`config.mk`:
```
export PLATFORM = sky130hd
export DESIGN_NAME = gpo_top
export DESIGN_NICKNAME = d
export VERILOG_FILES = /design/src/gpo_pkg.sv /design/src/gpo_top.sv /design/src/gpo_channel.sv
export VERILOG_INCLUDE_DIRS = /design/src
export SDC_FILE = /design/constraint.sdc
export NUM_CORES = 1
export LEC_CHECK = 0
export BUFFER_PORTS_ARGS = -buffer_cell sky130_fd_sc_hd__buf_2
export CORE_ASPECT_RATIO = 0.7
export CORE_MARGIN = 4
export CORE_UTILIZATION = 55
export CTS_CLUSTER_DIAMETER = 100
export DETAILED_ROUTE_END_ITERATION = 8
export PLACE_DENSITY_LB_ADDON = 0.2
export SYNTH_ARGS = -nofsm -noshare
export SYNTH_HDL_FRONTEND = slang
export SYNTH_SLANG_ARGS = --single-unit
export TNS_END_PERCENT = 20
```
`constraint.sdc`:
```
create_clock -name clk -period 5.7 [get_ports clk]
set_clock_uncertainty 0.05 [all_clocks]
set_input_delay 1.14 -clock clk [delete_from_list [all_inputs] [get_ports clk]]
set_output_delay 1.14 -clock clk [all_outputs]
set_load 0.01 [all_outputs]
```
`src/gpo_defs.svh`:
```
`ifndef GPO_DEFS_SVH
`define GPO_DEFS_SVH

// ==========================================================
// Timing
`define GPO_CLK_PERIOD_NS 5
`define GPO_MS_NS 1000000
`define GPO_MS_CYCLES (`GPO_MS_NS / `GPO_CLK_PERIOD_NS)

// ==========================================================
// Register byte addresses
`define GPO_OUT_CFG_BASE 8'h00
`define GPO_IN_CFG_BASE 8'h10
`define GPO_TRIG 8'h20
`define GPO_INT_STAT 8'h24
`define GPO_INT_MASK 8'h28

// ==========================================================
// Field positions
`define GPO_F_HOLD 0
`define GPO_F_LEVEL 8
`define GPO_F_REST 16
`define GPO_F_REPORT 17
`define GPO_F_PIN 20
`define GPO_F_INDEX 24
`define GPO_F_TYPE 28

// ==========================================================
// Type codes and reset values
`define GPO_TYPE_OUT 4'h1
`define GPO_TYPE_IN 4'h2
`define GPO_RST_HOLD 16'h000a
`define GPO_RST_REST 1'b0
`define GPO_RST_REPORT 1'b1

`endif

```
`src/gpo_pkg.sv`:
```
package gpo_pkg;

  // ==========================================================
  // Output channel states
  typedef enum logic [1:0] {
    GPO_ST_IDLE = 2'b01,
    GPO_ST_ACT = 2'b10
  } gpo_state_t;

endpackage : gpo_pkg

```
`src/gpo_top.sv`:
```
`timescale 1ns/1ps
`include "gpo_defs.svh"
module gpo_top #(
  parameter int NUM_OUT = 2,
  parameter int NUM_IN = 2,
  parameter int NUM_PINS = 4,
  parameter int TICK_CYCLES = `GPO_MS_CYCLES
) (
  input wire logic clk,
  input wire logic rst,
  input wire logic ce,
  input wire logic psel,
  input wire logic penable,
  input wire logic pwrite,
  input wire logic [7:0] paddr,
  input wire logic [31:0] pwdata,
  output logic [31:0] prdata,
  output logic pready,
  output logic pslverr,
  input wire logic [NUM_OUT-1:0] trig_in,
  input wire logic [NUM_PINS-1:0] pin_in,
  output logic [NUM_PINS-1:0] pin_out,
  output logic [NUM_PINS-1:0] pin_oe_n,
  output logic irq
);
  import gpo_pkg::*;

  localparam int SEL_W = (NUM_PINS > 1) ? $clog2(NUM_PINS) : 1;
  localparam int EV_W = NUM_OUT + NUM_IN;
  localparam int TICK_W = $clog2(TICK_CYCLES + 1);

  // ==========================================================
  // Declarations
  logic [15:0] hold_ms [NUM_OUT];
  logic rest_level [NUM_OUT];
  logic report_en [NUM_OUT];
  logic [SEL_W-1:0] out_pin_sel [NUM_OUT];
  logic [SEL_W-1:0] in_pin_sel [NUM_IN];
  logic [NUM_IN-1:0] in_level;
  logic [NUM_IN-1:0] in_sample;
  logic [NUM_OUT-1:0] active;
  logic [NUM_OUT-1:0] changed;
  logic [NUM_OUT-1:0] lvl;
  logic [NUM_OUT-1:0] trig_prev;
  logic [NUM_OUT-1:0] trig_edge;
  logic [NUM_OUT-1:0] sw_trig;
  logic [NUM_OUT-1:0] chan_trig;
  logic [EV_W-1:0] int_stat;
  logic [EV_W-1:0] int_mask;
  logic [EV_W-1:0] ev_all;
  logic [EV_W-1:0] w1c;
  logic [TICK_W-1:0] tick_cnt;
  logic ms_tick;
  logic setup;
  logic wr;
  logic hit;
  logic [31:0] rd_val;
  logic [NUM_PINS-1:0] next_pin_out;
  logic [NUM_PINS-1:0] next_oe_n;

  // ==========================================================
  // Millisecond timebase
  always_ff @(posedge clk or posedge rst) begin
    if (rst) begin
      tick_cnt <= '0;
    end else if (ce) begin
      if (ms_tick) begin
        tick_cnt <= '0;
      end else begin
        tick_cnt <= tick_cnt + 1'b1;
      end
    end
  end

  assign ms_tick = (tick_cnt == TICK_W'(TICK_CYCLES - 1));

  // ==========================================================
  // Trigger edges
  // A source held high gives one trigger only, so a long press on a
  // pulsed channel cannot start a second pulse
  always_ff @(posedge clk or posedge rst) begin
    if (rst) begin
      trig_prev <= '0;
    end else if (ce) begin
      trig_prev <= trig_in;
    end
  end

  assign trig_edge = trig_in & ~trig_prev;
  assign chan_trig = trig_edge | sw_trig;

  // ==========================================================
  // Output channels
  for (genvar i = 0; i < NUM_OUT; i++) begin : g_out
    gpo_channel #(
      .HOLD_W(16)
    ) u_chan (
      .clk(clk),
      .rst(rst),
      .ce(ce),
      .ms_tick(ms_tick),
      .trig(chan_trig[i]),
      .hold_ms(hold_ms[i]),
      .state(),
      .active(active[i]),
      .changed(changed[i])
    );
    assign lvl[i] = rest_level[i] ^ active[i];
  end

  // ==========================================================
  // Pin drive
  // Several channels may share a pin; the lowest index wins
  always_comb begin
    next_pin_out = '0;
    next_oe_n = '1;
    for (int i = NUM_OUT - 1; i >= 0; i--) begin
      next_pin_out[out_pin_sel[i]] = lvl[i];
      next_oe_n[out_pin_sel[i]] = 1'b0;
    end
  end

  always_ff @(posedge clk or posedge rst) begin
    if (rst) begin
      pin_out <= '0;
      pin_oe_n <= '1;
    end else if (ce) begin
      pin_out <= next_pin_out;
      pin_oe_n <= next_oe_n;
    end
  end

  // ==========================================================
  // Input channels
  // A pin also driven by an output reads back our own level
  for (genvar j = 0; j < NUM_IN; j++) begin : g_in
    assign in_sample[j] = pin_in[in_pin_sel[j]];
  end

  always_ff @(posedge clk or posedge rst) begin
    if (rst) begin
      in_level <= '0;
    end else if (ce) begin
      in_level <= in_sample;
    end
  end

  // ==========================================================
  // APB slave
  // No wait state: pready rises in the first access cycle
  assign setup = psel && !penable;
  assign wr = psel && penable && pready && pwrite;

  always_comb begin
    rd_val = '0;
    hit = 1'b0;
    for (int i = 0; i < NUM_OUT; i++) begin
      if (paddr == `GPO_OUT_CFG_BASE + 8'(4 * i)) begin
        hit = 1'b1;
        rd_val[`GPO_F_HOLD +: 16] = hold_ms[i];
        rd_val[`GPO_F_REST] = rest_level[i];
        rd_val[`GPO_F_REPORT] = report_en[i];
        rd_val[`GPO_F_PIN +: SEL_W] = out_pin_sel[i];
        rd_val[`GPO_F_INDEX +: 4] = 4'(i);
        rd_val[`GPO_F_TYPE +: 4] = `GPO_TYPE_OUT;
      end
    end
    for (int j = 0; j < NUM_IN; j++) begin
      if (paddr == `GPO_IN_CFG_BASE + 8'(4 * j)) begin
        hit = 1'b1;
        rd_val[`GPO_F_LEVEL] = in_level[j];
        rd_val[`GPO_F_PIN +: SEL_W] = in_pin_sel[j];
        rd_val[`GPO_F_INDEX +: 4] = 4'(j);
        rd_val[`GPO_F_TYPE +: 4] = `GPO_TYPE_IN;
      end
    end
    if (paddr == `GPO_TRIG) begin
      hit = 1'b1;
      rd_val[NUM_OUT-1:0] = active;
    end
    if (paddr == `GPO_INT_STAT) begin
      hit = 1'b1;
      rd_val[EV_W-1:0] = int_stat;
    end
    if (paddr == `GPO_INT_MASK) begin
      hit = 1'b1;
      rd_val[EV_W-1:0] = int_mask;
    end
  end

  always_ff @(posedge clk or posedge rst) begin
    if (rst) begin
      pready <= 1'b0;
      pslverr <= 1'b0;
      prdata <= '0;
    end else if (ce) begin
      pready <= setup;
      // Error is shown only beside pready, never left standing after it
      pslverr <= setup && !hit;
      if (setup) begin
        prdata <= pwrite ? '0 : rd_val;
      end
    end
  end

  // ==========================================================
  // Configuration registers
  always_ff @(posedge clk or posedge rst) begin
    if (rst) begin
      for (int i = 0; i < NUM_OUT; i++) begin
        hold_ms[i] <= `GPO_RST_HOLD;
        rest_level[i] <= `GPO_RST_REST;
        report_en[i] <= `GPO_RST_REPORT;
        out_pin_sel[i] <= SEL_W'(i);
      end
      for (int j = 0; j < NUM_IN; j++) begin
        in_pin_sel[j] <= SEL_W'(NUM_PINS - 1 - j);
      end
      int_mask <= '0;
    end else if (ce && wr) begin
      for (int i = 0; i < NUM_OUT; i++) begin
        if (paddr == `GPO_OUT_CFG_BASE + 8'(4 * i)) begin
          hold_ms[i] <= pwdata[`GPO_F_HOLD +: 16];
          rest_level[i] <= pwdata[`GPO_F_REST];
          report_en[i] <= pwdata[`GPO_F_REPORT];
          out_pin_sel[i] <= pwdata[`GPO_F_PIN +: SEL_W];
        end
      end
      for (int j = 0; j < NUM_IN; j++) begin
        if (paddr == `GPO_IN_CFG_BASE + 8'(4 * j)) begin
          in_pin_sel[j] <= pwdata[`GPO_F_PIN +: SEL_W];
        end
      end
      if (paddr == `GPO_INT_MASK) begin
        int_mask <= pwdata[EV_W-1:0];
      end
    end
  end

  // Software trigger lasts one cycle whatever is written
  always_ff @(posedge clk or posedge rst) begin
    if (rst) begin
      sw_trig <= '0;
    end else if (ce) begin
      sw_trig <= (wr && paddr == `GPO_TRIG) ? pwdata[NUM_OUT-1:0] : '0;
    end
  end

  // ==========================================================
  // Events and interrupt
  assign w1c = (wr && paddr == `GPO_INT_STAT) ? pwdata[EV_W-1:0] : '0;

  always_comb begin
    ev_all = '0;
    for (int i = 0; i < NUM_OUT; i++) begin
      ev_all[i] = changed[i] && report_en[i];
    end
    for (int j = 0; j < NUM_IN; j++) begin
      ev_all[NUM_OUT + j] = in_sample[j] != in_level[j];
    end
  end

  // A new event beats a clear in the same cycle
  always_ff @(posedge clk or posedge rst) begin
    if (rst) begin
      int_stat <= '0;
      irq <= 1'b0;
    end else if (ce) begin
      int_stat <= (int_stat & ~w1c) | ev_all;
      irq <= |(int_stat & int_mask);
    end
  end
endmodule : gpo_top

```
`src/gpo_channel.sv`:
```
`timescale 1ns/1ps
module gpo_channel #(
  parameter int HOLD_W = 16
) (
  input wire logic clk,
  input wire logic rst,
  input wire logic ce,
  input wire logic ms_tick,
  input wire logic trig,
  input wire logic [HOLD_W-1:0] hold_ms,
  output gpo_pkg::gpo_state_t state,
  output logic active,
  output logic changed
);
  import gpo_pkg::*;

  logic [HOLD_W-1:0] ms_cnt;
  logic prev_active;

  // ==========================================================
  // State machine
  // Leaves on tick hold+1: the first tick may land at once, so the
  // pulse is at most one millisecond longer than hold_ms but never short
  always_ff @(posedge clk or posedge rst) begin
    if (rst) begin
      state <= GPO_ST_IDLE;
      ms_cnt <= '0;
    end else if (ce) begin
      case (state)
        GPO_ST_IDLE: begin
          if (trig) begin
            state <= GPO_ST_ACT;
            ms_cnt <= '0;
          end
        end
        GPO_ST_ACT: begin
          if (hold_ms == '0) begin
            if (trig) begin
              state <= GPO_ST_IDLE;
            end
          end else if (ms_tick) begin
            if (ms_cnt >= hold_ms) begin
              state <= GPO_ST_IDLE;
            end else begin
              ms_cnt <= ms_cnt + 1'b1;
            end
          end
        end
        default: state <= GPO_ST_IDLE;
      endcase
    end
  end

  assign active = (state == GPO_ST_ACT);

  always_ff @(posedge clk or posedge rst) begin
    if (rst) begin
      prev_active <= 1'b0;
    end else if (ce) begin
      prev_active <= active;
    end
  end

  assign changed = active ^ prev_active;
endmodule : gpo_channel

```
==> results of run 1 <==
[cells in the final DEF (no fill, tap or decap), types with 11 or more instances in the layout]
master,instances
sky130_fd_sc_hd__nor3_1,13
sky130_fd_sc_hd__mux2_2,23
sky130_fd_sc_hd__o21ai_0,82
sky130_fd_sc_hd__nand4_1,18
sky130_fd_sc_hd__ha_1,35
sky130_fd_sc_hd__dfrtp_1,132
sky130_fd_sc_hd__a21oi_1,36
sky130_fd_sc_hd__buf_2,73
sky130_fd_sc_hd__nor4_1,16
sky130_fd_sc_hd__inv_1,48
sky130_fd_sc_hd__nor2_1,54
sky130_fd_sc_hd__nand3_1,26
sky130_fd_sc_hd__dfstp_2,16
sky130_fd_sc_hd__xnor2_1,11
sky130_fd_sc_hd__clkbuf_16,17
sky130_fd_sc_hd__nand2_1,115
sky130_fd_sc_hd__and3_1,16
sky130_fd_sc_hd__nand2b_1,13
sky130_fd_sc_hd__mux2i_1,12
[cell type report]
| type | instances | area [um2] | share of cell area [%] |
|---|---|---|---|
| multi-input combinational | 602 | 3840 | 42.6 |
| timing repair buffer | 78 | 403 | 4.47 |
| sequential | 148 | 3720 | 41.3 |
| inverter | 49 | 189 | 2.09 |
| tap | 190 | 238 | 2.64 |
| clock inverter | 10 | 156 | 1.73 |
| clock buffer | 22 | 464 | 5.15 |
[metal layers]
metal | up-vias | global-route usage (%) | routed length, um
li1 | 3119 | - | -
met1 | 3222 | 36.0 | 9360
met2 | 266 | 38.2 | 9020
met3 | 46 | 8.00 | 1760
met4 | 0 | 7.44 | 350
met5 | - | 0 | 0
[synthesized netlist by cell type (9+ instances only)]
cell	instances	area share, %
sky130_fd_sc_hd__clkbuf_1	12	0.57
sky130_fd_sc_hd__dfstp_2	16	5.3
sky130_fd_sc_hd__xnor2_1	11	1.2
sky130_fd_sc_hd__buf_4	10	0.95
sky130_fd_sc_hd__mux2_2	23	3.3
sky130_fd_sc_hd__nand2_1	115	5.4
sky130_fd_sc_hd__a21oi_1	36	2.3
sky130_fd_sc_hd__inv_1	49	2.3
sky130_fd_sc_hd__o21ai_0	82	5.2
sky130_fd_sc_hd__nor4_1	16	1.3
sky130_fd_sc_hd__nor2_1	54	2.6
sky130_fd_sc_hd__nand2b_1	13	1.0
sky130_fd_sc_hd__buf_2	15	0.95
sky130_fd_sc_hd__xor2_1	9	0.99
sky130_fd_sc_hd__nor3_1	13	0.82
sky130_fd_sc_hd__and3_1	16	1.3
sky130_fd_sc_hd__mux2i_1	12	1.5
sky130_fd_sc_hd__nand4_1	18	1.4
sky130_fd_sc_hd__nand3_1	26	1.6
sky130_fd_sc_hd__ha_1	35	5.5
sky130_fd_sc_hd__dfrtp_1	132	42
[worst max-delay path: stages]
cell                       delay, ps
sky130_fd_sc_hd__buf_2           110
sky130_fd_sc_hd__nor3_2          260
sky130_fd_sc_hd__nand3b_2        230
sky130_fd_sc_hd__or3_1           660
sky130_fd_sc_hd__nor2_4          660
sky130_fd_sc_hd__mux2_2          410
[cell families (layout without fill, tap and decap cells)]
logic type | Yosys count | count (layout) | share of synthesized area [%]
AND/OR/NAND/NOR | 304 | 304 | 19.4
AO/OA/AOI/OAI | 197 | 197 | 15.6
flip-flops | 148 | 148 | 47.0
buffers and inverters | 88 | 159 | 4.88
multiplexers | 37 | 37 | 5.35
adder cells (fa/ha/maj) | 35 | 35 | 5.53
XOR/XNOR | 20 | 20 | 2.21
other | 1 | 9 | 0.0473
[worst min path at each step]
stage	start	to	slack (ps)	depth (start not counted)
global placement	prdata[28]	prdata[28]	400	2
global route	prdata[24]	prdata[24]	450	1
finish	pin_oe_n[2]	pin_oe_n[2]	420	2
CTS	pin_oe_n[2]	pin_oe_n[2]	420	2
detailed placement	pin_oe_n[3]	pin_oe_n[3]	410	2
floorplan	tick_cnt[9]	tick_cnt[9]	400	1
[stage by stage]
stage,area [um2],hold WS (ps),util (%)
after floorplan,7960,401,-
after global placement,8400,404,60.0
after detailed placement,8400,413,60.0
after CTS,9020,423,64.4
after global routing,9020,451,64.4
final,9020,421,64.4
[state kept, by name, indices dropped and copies added, names as in the netlist, 4 cells and up]
register,cells
pin_oe_n,4
g_out.u_chan.state,4
int_mask,4
prdata,23
pin_out,4
out_pin_sel,4
hold_ms,32
tick_cnt,18
int_stat,4
in_pin_sel,4
g_out.u_chan.ms_cnt,32
[report_power, final]
group / leakage, nW / switching, W / internal [W]
clock: 0.304 / 0.000431 / 0.000752
combinational: 2.17 / 0.000201 / 0.000135
sequential: 1.81 / 0.000101 / 0.00114
total: 4.28 / 0.000732 / 0.00203
==> reports/metrics.csv, run 1 <==
stage,metric,value,unit
route,Pre-Repair DR Iteration Count,7,
clock_network,H-tree levels,4,
worst_setup_path,critical path class,primary input to register,
route,# DRC,0,
clock_network,number of cells upsized or downsized after cts,0,
route,aggregate routed wire length,20.5,mm
floorplan,initial cell density of the core,56.6,%
route,Iteration-0 DRC Markers,604,
synth,Gate Count Post-Synth,830,
synth,synthesized area per cell,9.55,um2
route,via count of the routed design,6653,
worst_setup_path,internal reg-to-reg setup slack,2750,ps
route,Wirelength per Cell,18.6,um
synth,distinct cell type count of the synthesized netlist,66,
clock_network,clock tree from TritonCTS,built,
global_route,Congestion Overflow GR,0,
cells_and_area,Inserted Diodes,0,
synth,"FFs w/ async S/R, synth",100,%
clock_network,Root Driver,sky130_fd_sc_hd__clkbuf_16,
global_route,wire length of the first global-routing pass,32.4,mm
global_route,maximum number of pins on one net before global-route repair,113,
sta,sum of negative setup slack,0,ps
cells_and_area,fraction of layout instances using a drive strength above 1,18.3,%
sta,number of setup violations in the final report,0,
placed_design,Setup Slack @ Placement,2070,ps
power,LEAKAGE,4.28,nW
synth,top_reg_cell synth,sky130_fd_sc_hd__dfrtp_1,
floorplan,standard-cell row count,36,
worst_setup_path,data required time of the worst path,5960,ps
sta,share of the clock period used by the worst path,56.5,%
cells_and_area,Non-Filler Instances,1099,
worst_setup_path,arrival time at the worst endpoint,3480,ps
synth,number of flip-flops and latches in the synthesized netlist,148,
route,antenna-violating nets left,0,
placed_design,cell count after placement,1067,
worst_setup_path,critical register-to-register path startpoint,g_out[1].u_chan.ms_cnt[0],
worst_setup_path,number of cells traversed by the worst register-to-register path,8,
global_route,number of global-route vias before repair,6365,
power,power after layout,0.00276,W
sta,transition at the pin with the smallest max-transition slack,1250,ps
synth,Yosys warning count,0,
placed_design,number of buffer cells added on primary ports,73,
sta,minimum setup slack in the final design,2480,ps
worst_setup_path,maximum net fanout on the critical path,35,
power,largest vdd supply drop,0.205,mV
sta,pins over their slew limit,0,
worst_setup_path,capture instance of the worst register-to-register path,g_out[1].u_chan.ms_cnt[14],
floorplan,die width,151,um
route,via/cell ratio,6.05,
clock_network,CTS Buf Count,17,
synth,post-synth design cell area,0.00793,mm2
floorplan,I/O pin total,95,
worst_setup_path,crit path launch type,primary input,
placed_design,Placer Congestion,0.875,
cells_and_area,area delta synth->final,13.8,%
worst_setup_path,kind of capture point of the worst setup path,register,
floorplan,die outline area,0.0164,mm2
cells_and_area,Layout fillers,1145,
outcome,result of the run,"finished, final reports clean",
clock_network,Worst-path clk slew,60,ps
clock_network,hold-fix buffer count after cts,0,
clock_network,insertion delay to the later sink of the worst-skew pair,440,ps
clock_network,sink count of the clock tree,148,
flow_run,Max-cap violations,0,
hold_path,path class of the lowest-slack min-delay path,register to register,
global_route,number of antenna violations at the first check in global routing,0,
sta,RSZ-0062 raised after global routing,false,
clock_network,post-CTS setup repair buffer count,0,
floorplan,CORE AREA,0.0140,mm2
sta,count of final hold-check violations,0,
cells_and_area,"Net count, final",983,
floorplan,die boundary height,108,um
power,power per cell area,306,mW/mm2
clock_network,"buffers from clock root to sink, at most",2,
worst_setup_path,Worst Setup EP,out_pin_sel[1],
placed_design,detailed placer's ending HPWL,15.0,mm
global_route,overall fraction of global-route tracks in use,25.6,%
worst_setup_path,worst setup path start,paddr[4],
synth,sequential-to-total area share from yosys stat,47.0,%
synth,number of enable-type register cells in the synthesized netlist,0,
sta,relative slew slack,16.0,%
sta,Achievable Freq,311,MHz
sta,Period minus WS final,3220,ps
No activity file was read; power rests on OpenSTA's default activity.
==> inputs of run 2 (changes only) <==
--- a/config.mk
+++ b/config.mk
@@ -6,10 +6,11 @@
 export SDC_FILE = /design/constraint.sdc
 export NUM_CORES = 1
 export LEC_CHECK = 0
+export ABC_AREA = 1
 export BUFFER_PORTS_ARGS = -buffer_cell sky130_fd_sc_hd__buf_2
 export CORE_ASPECT_RATIO = 0.7
 export CORE_MARGIN = 4
-export CORE_UTILIZATION = 55
+export CORE_UTILIZATION = 54
 export CTS_CLUSTER_DIAMETER = 100
 export DETAILED_ROUTE_END_ITERATION = 8
 export PLACE_DENSITY_LB_ADDON = 0.2
==> constraint.sdc (replaced) <==
create_clock -name clk -period 2.6 [get_ports clk]
set_clock_uncertainty 0.05 [all_clocks]
set_input_delay 0.52 -clock clk [delete_from_list [all_inputs] [get_ports clk]]
set_output_delay 0.52 -clock clk [all_outputs]
set_load 0.01 [all_outputs]
==> reports/metrics.csv, run 2 <==
stage,metric,value,unit
cells_and_area,"commonest cells after routing, fill and taps aside","sky130_fd_sc_hd__nand2_1 (311), sky130_fd_sc_hd__dfrtp_1 (132), sky130_fd_sc_hd__inv_1 (130)",
synth,commonest cells in the netlist,"sky130_fd_sc_hd__nand2_1 (311), sky130_fd_sc_hd__dfrtp_1 (132), sky130_fd_sc_hd__inv_1 (131)",
route,Iteration-0 DRC Markers,672,
synth,sequential-to-total area share from yosys stat,44.0,%
floorplan,die width,158,um
synth,number of flip-flops and latches in the synthesized netlist,148,
global_route,number of antenna violations at the first check in global routing,0,
cells_and_area,Non-Filler Instances,1410,
worst_setup_path,critical path class,register to register,
route,# DRC,0,
floorplan,die outline area,0.0178,mm2
flow_run,Max-cap violations,0,
placed_design,number of buffer cells added on primary ports,73,
global_route,wire length of the first global-routing pass,36.0,mm
sta,relative slew slack,63.9,%
floorplan,CORE AREA,0.0150,mm2
floorplan,standard-cell row count,37,
cells_and_area,final cell utilization of the core,64.3,%
outcome,result of the run,"finished, final reports clean",
synth,number of enable-type register cells in the synthesized netlist,0,
route,via/cell ratio,5.43,
synth,area fraction in compound gates after synthesis,12.4,%
clock_network,CTS Buf Count,17,
clock_network,post-CTS setup repair buffer count,0,
synth,fraction of the mapped netlist area in adder cells,5.17,%
sta,RSZ-0062 raised after global routing,false,
clock_network,Worst-path clk slew,70,ps
clock_network,"buffers from clock root to sink, at most",2,
synth,post-synthesis simple-gate area fraction,27.5,%
cells_and_area,final non-filler cell area,0.00968,mm2
cells_and_area,"leading cell type in the layout, fill and taps excluded",sky130_fd_sc_hd__nand2_1,
sta,number of setup violations in the final report,0,
clock_network,H-tree levels,4,
synth,area fraction of the dominant cell type after synthesis,39.0,%
placed_design,total cell area at the placement stage,0.00909,mm2
power,LEAKAGE,4.76,nW
synth,distinct cell type count of the synthesized netlist,47,
route,aggregate routed wire length,21.5,mm
hold_path,path class of the lowest-slack min-delay path,primary input to asynchronous set/reset pin,
clock_network,Root Driver,sky130_fd_sc_hd__clkbuf_16,
worst_setup_path,kind of capture point of the worst setup path,register,
sta,sum of negative setup slack,0,ps
cells_and_area,Layout fillers,1315,
sta,Period minus WS final,2260,ps
cells_and_area,area delta synth->final,14.3,%
placed_design,detailed placer's ending HPWL,15.7,mm
route,antenna-violating nets left,0,
cells_and_area,"Net count, final",1289,
worst_setup_path,arrival time at the worst endpoint,2530,ps
synth,proportion of synthesized area in mux cells,0,%
sta,Achievable Freq,442,MHz
placed_design,Placer Congestion,0.864,
route,Pre-Repair DR Iteration Count,5,
floorplan,I/O pin total,95,
synth,cell type with the largest total area after synthesis,sky130_fd_sc_hd__dfrtp_1,
clock_network,hold-fix buffer count after cts,0,
clock_network,insertion delay to the later sink of the worst-skew pair,420,ps
power,largest vdd supply drop,0.437,mV
synth,Gate Count Post-Synth,1119,
global_route,maximum number of pins on one net before global-route repair,85,
global_route,Congestion Overflow GR,0,
cells_and_area,Inserted Diodes,0,
route,Wirelength per Cell,15.2,um
synth,post-synth design cell area,0.00847,mm2
worst_setup_path,data required time of the worst path,2870,ps
sta,count of final hold-check violations,0,
floorplan,initial cell density of the core,56.3,%
sta,pins over their slew limit,0,
clock_network,clock tree from TritonCTS,built,
sta,share of the clock period used by the worst path,87.0,%
cells_and_area,Largest regs,"g_out.u_chan.ms_cnt x32, hold_ms x32, prdata x23",
synth,Yosys warning count,0,
global_route,overall fraction of global-route tracks in use,25.1,%
placed_design,cell count after placement,1378,
synth,"FFs w/ async S/R, synth",100,%
clock_network,sink count of the clock tree,148,
clock_network,number of cells upsized or downsized after cts,0,
floorplan,die boundary height,113,um
worst_setup_path,maximum net fanout on the critical path,9,
synth,post-synthesis share of cell area spent on xor and xnor gates,2.38,%
sta,transition at the pin with the smallest max-transition slack,541,ps
power,power per cell area,631,mW/mm2
global_route,number of global-route vias before repair,7130,
synth,"top cells by area, synth","sky130_fd_sc_hd__dfrtp_1 (39%), sky130_fd_sc_hd__nand2_1 (14%), sky130_fd_sc_hd__o21ai_0 (6.7%), sky130_fd_sc_hd__inv_1 (5.8%), sky130_fd_sc_hd__ha_1 (5.2%)",
route,via count of the routed design,7660,
synth,top_reg_cell synth,sky130_fd_sc_hd__dfrtp_1,
synth,dominant combinational cell family by area after synthesis,simple AND/OR/NAND/NOR gates,
synth,synthesized area per cell,7.57,um2
worst_setup_path,crit path launch type,register,
cells_and_area,fraction of layout instances using a drive strength above 1,13.9,%
synth,most frequent cell after synthesis,sky130_fd_sc_hd__nand2_1,
run 2: changes by cell type in the layout (fill, tap and decap cells not counted), sizes merged, moves of 9 or more:
cell    before  now
nor4        17    2
xor2         9   18
a21oi       36   45
buf         78   95
mux2i       12    0
mux2        23    0
nand2      115  316
o21ai       89  114
inv         49  140
nand2b      13    0
nand3       27   72
and3        16    1
nor2        55  106
run 2: critical path, stage by stage (launching register included):
cell,delay [ps]
sky130_fd_sc_hd__dfstp_2,530
sky130_fd_sc_hd__inv_1,70
sky130_fd_sc_hd__ha_1,320
sky130_fd_sc_hd__nand2_1,60
sky130_fd_sc_hd__inv_1,50
sky130_fd_sc_hd__nand2_1,50
sky130_fd_sc_hd__nand2_1,60
sky130_fd_sc_hd__nand2_1,60
sky130_fd_sc_hd__nand2_1,70
sky130_fd_sc_hd__nand2_1,50
sky130_fd_sc_hd__nand2_1,90
sky130_fd_sc_hd__nand2_1,270
sky130_fd_sc_hd__buf_4,280
sky130_fd_sc_hd__nand4_1,100
sky130_fd_sc_hd__nand2_1,60
run 2: layout make-up:
cell class	instances	area [um2]	area share (%)
timing repair buffer	95	556	5.74
tap	195	244	2.52
clock buffer	17	425	4.40
clock inverter	15	166	1.72
inverter	136	517	5.34
sequential	148	3720	38.5
multi-input combinational	804	4050	41.8
run 2: path summary, 6_finish.rpt:
kind | cells after the start | slack [ps] | to | from
worst max register to register | 14 | 340 | g_out[1].u_chan.ms_cnt[1] | hold_ms[3]
worst min register to register | 2 | 420 | g_out[1].u_chan.state[0] | g_out[1].u_chan.state[0]
min in group clk | 3 | 300 | trig_prev[0] | trig_in[0]
worst min-delay path | 3 | 150 | g_out[1].u_chan.ms_cnt[11] | rst
worst max-delay path | 14 | 340 | g_out[1].u_chan.ms_cnt[1] | hold_ms[3]
max in group asynchronous | 3 | 1920 | hold_ms[1] | rst
run 2: report_power, final:
part	switching (W)	total, W	leakage [nW]	internal, W
Sequential	0.000146	0.00261	1.94	0.00246
Clock	0.00110	0.00246	0.281	0.00136
Combinational	0.000712	0.00103	2.54	0.000320
Total	0.00196	0.00610	4.76	0.00415
run 2: routing by layer:
layer | vias up | wire length (um) | global-route usage [%]
met3 | 25 | 1410 | 3.86
li1 | 3802 | - | -
met5 | - | 0 | 0
met2 | 233 | 9330 | 36.3
met4 | 0 | 331 | 7.05
met1 | 3600 | 10400 | 38.8
run 2: metrics by stage:
stage | setup slack (ps) | power, W | hold slack (ps)
6_report | 338 | 0.00610 | 153
3_3_place_gp | 444 | 0.00364 | 403
2_1_floorplan | 182 | 0.00336 | 392
4_1_cts | 364 | 0.00612 | 175
3_5_place_dp | 393 | 0.00367 | 411
5_1_grt | 113 | 0.00640 | 198
run 2: cells by family (layout without fill, tap and decap cells):
kind of cell,after synthesis,after routing
simple gates,547,547
compound gates,190,190
buf+inv,175,263
flops,148,148
fa+ha+maj,35,35
xor+xnor,23,23
other cells,1,9
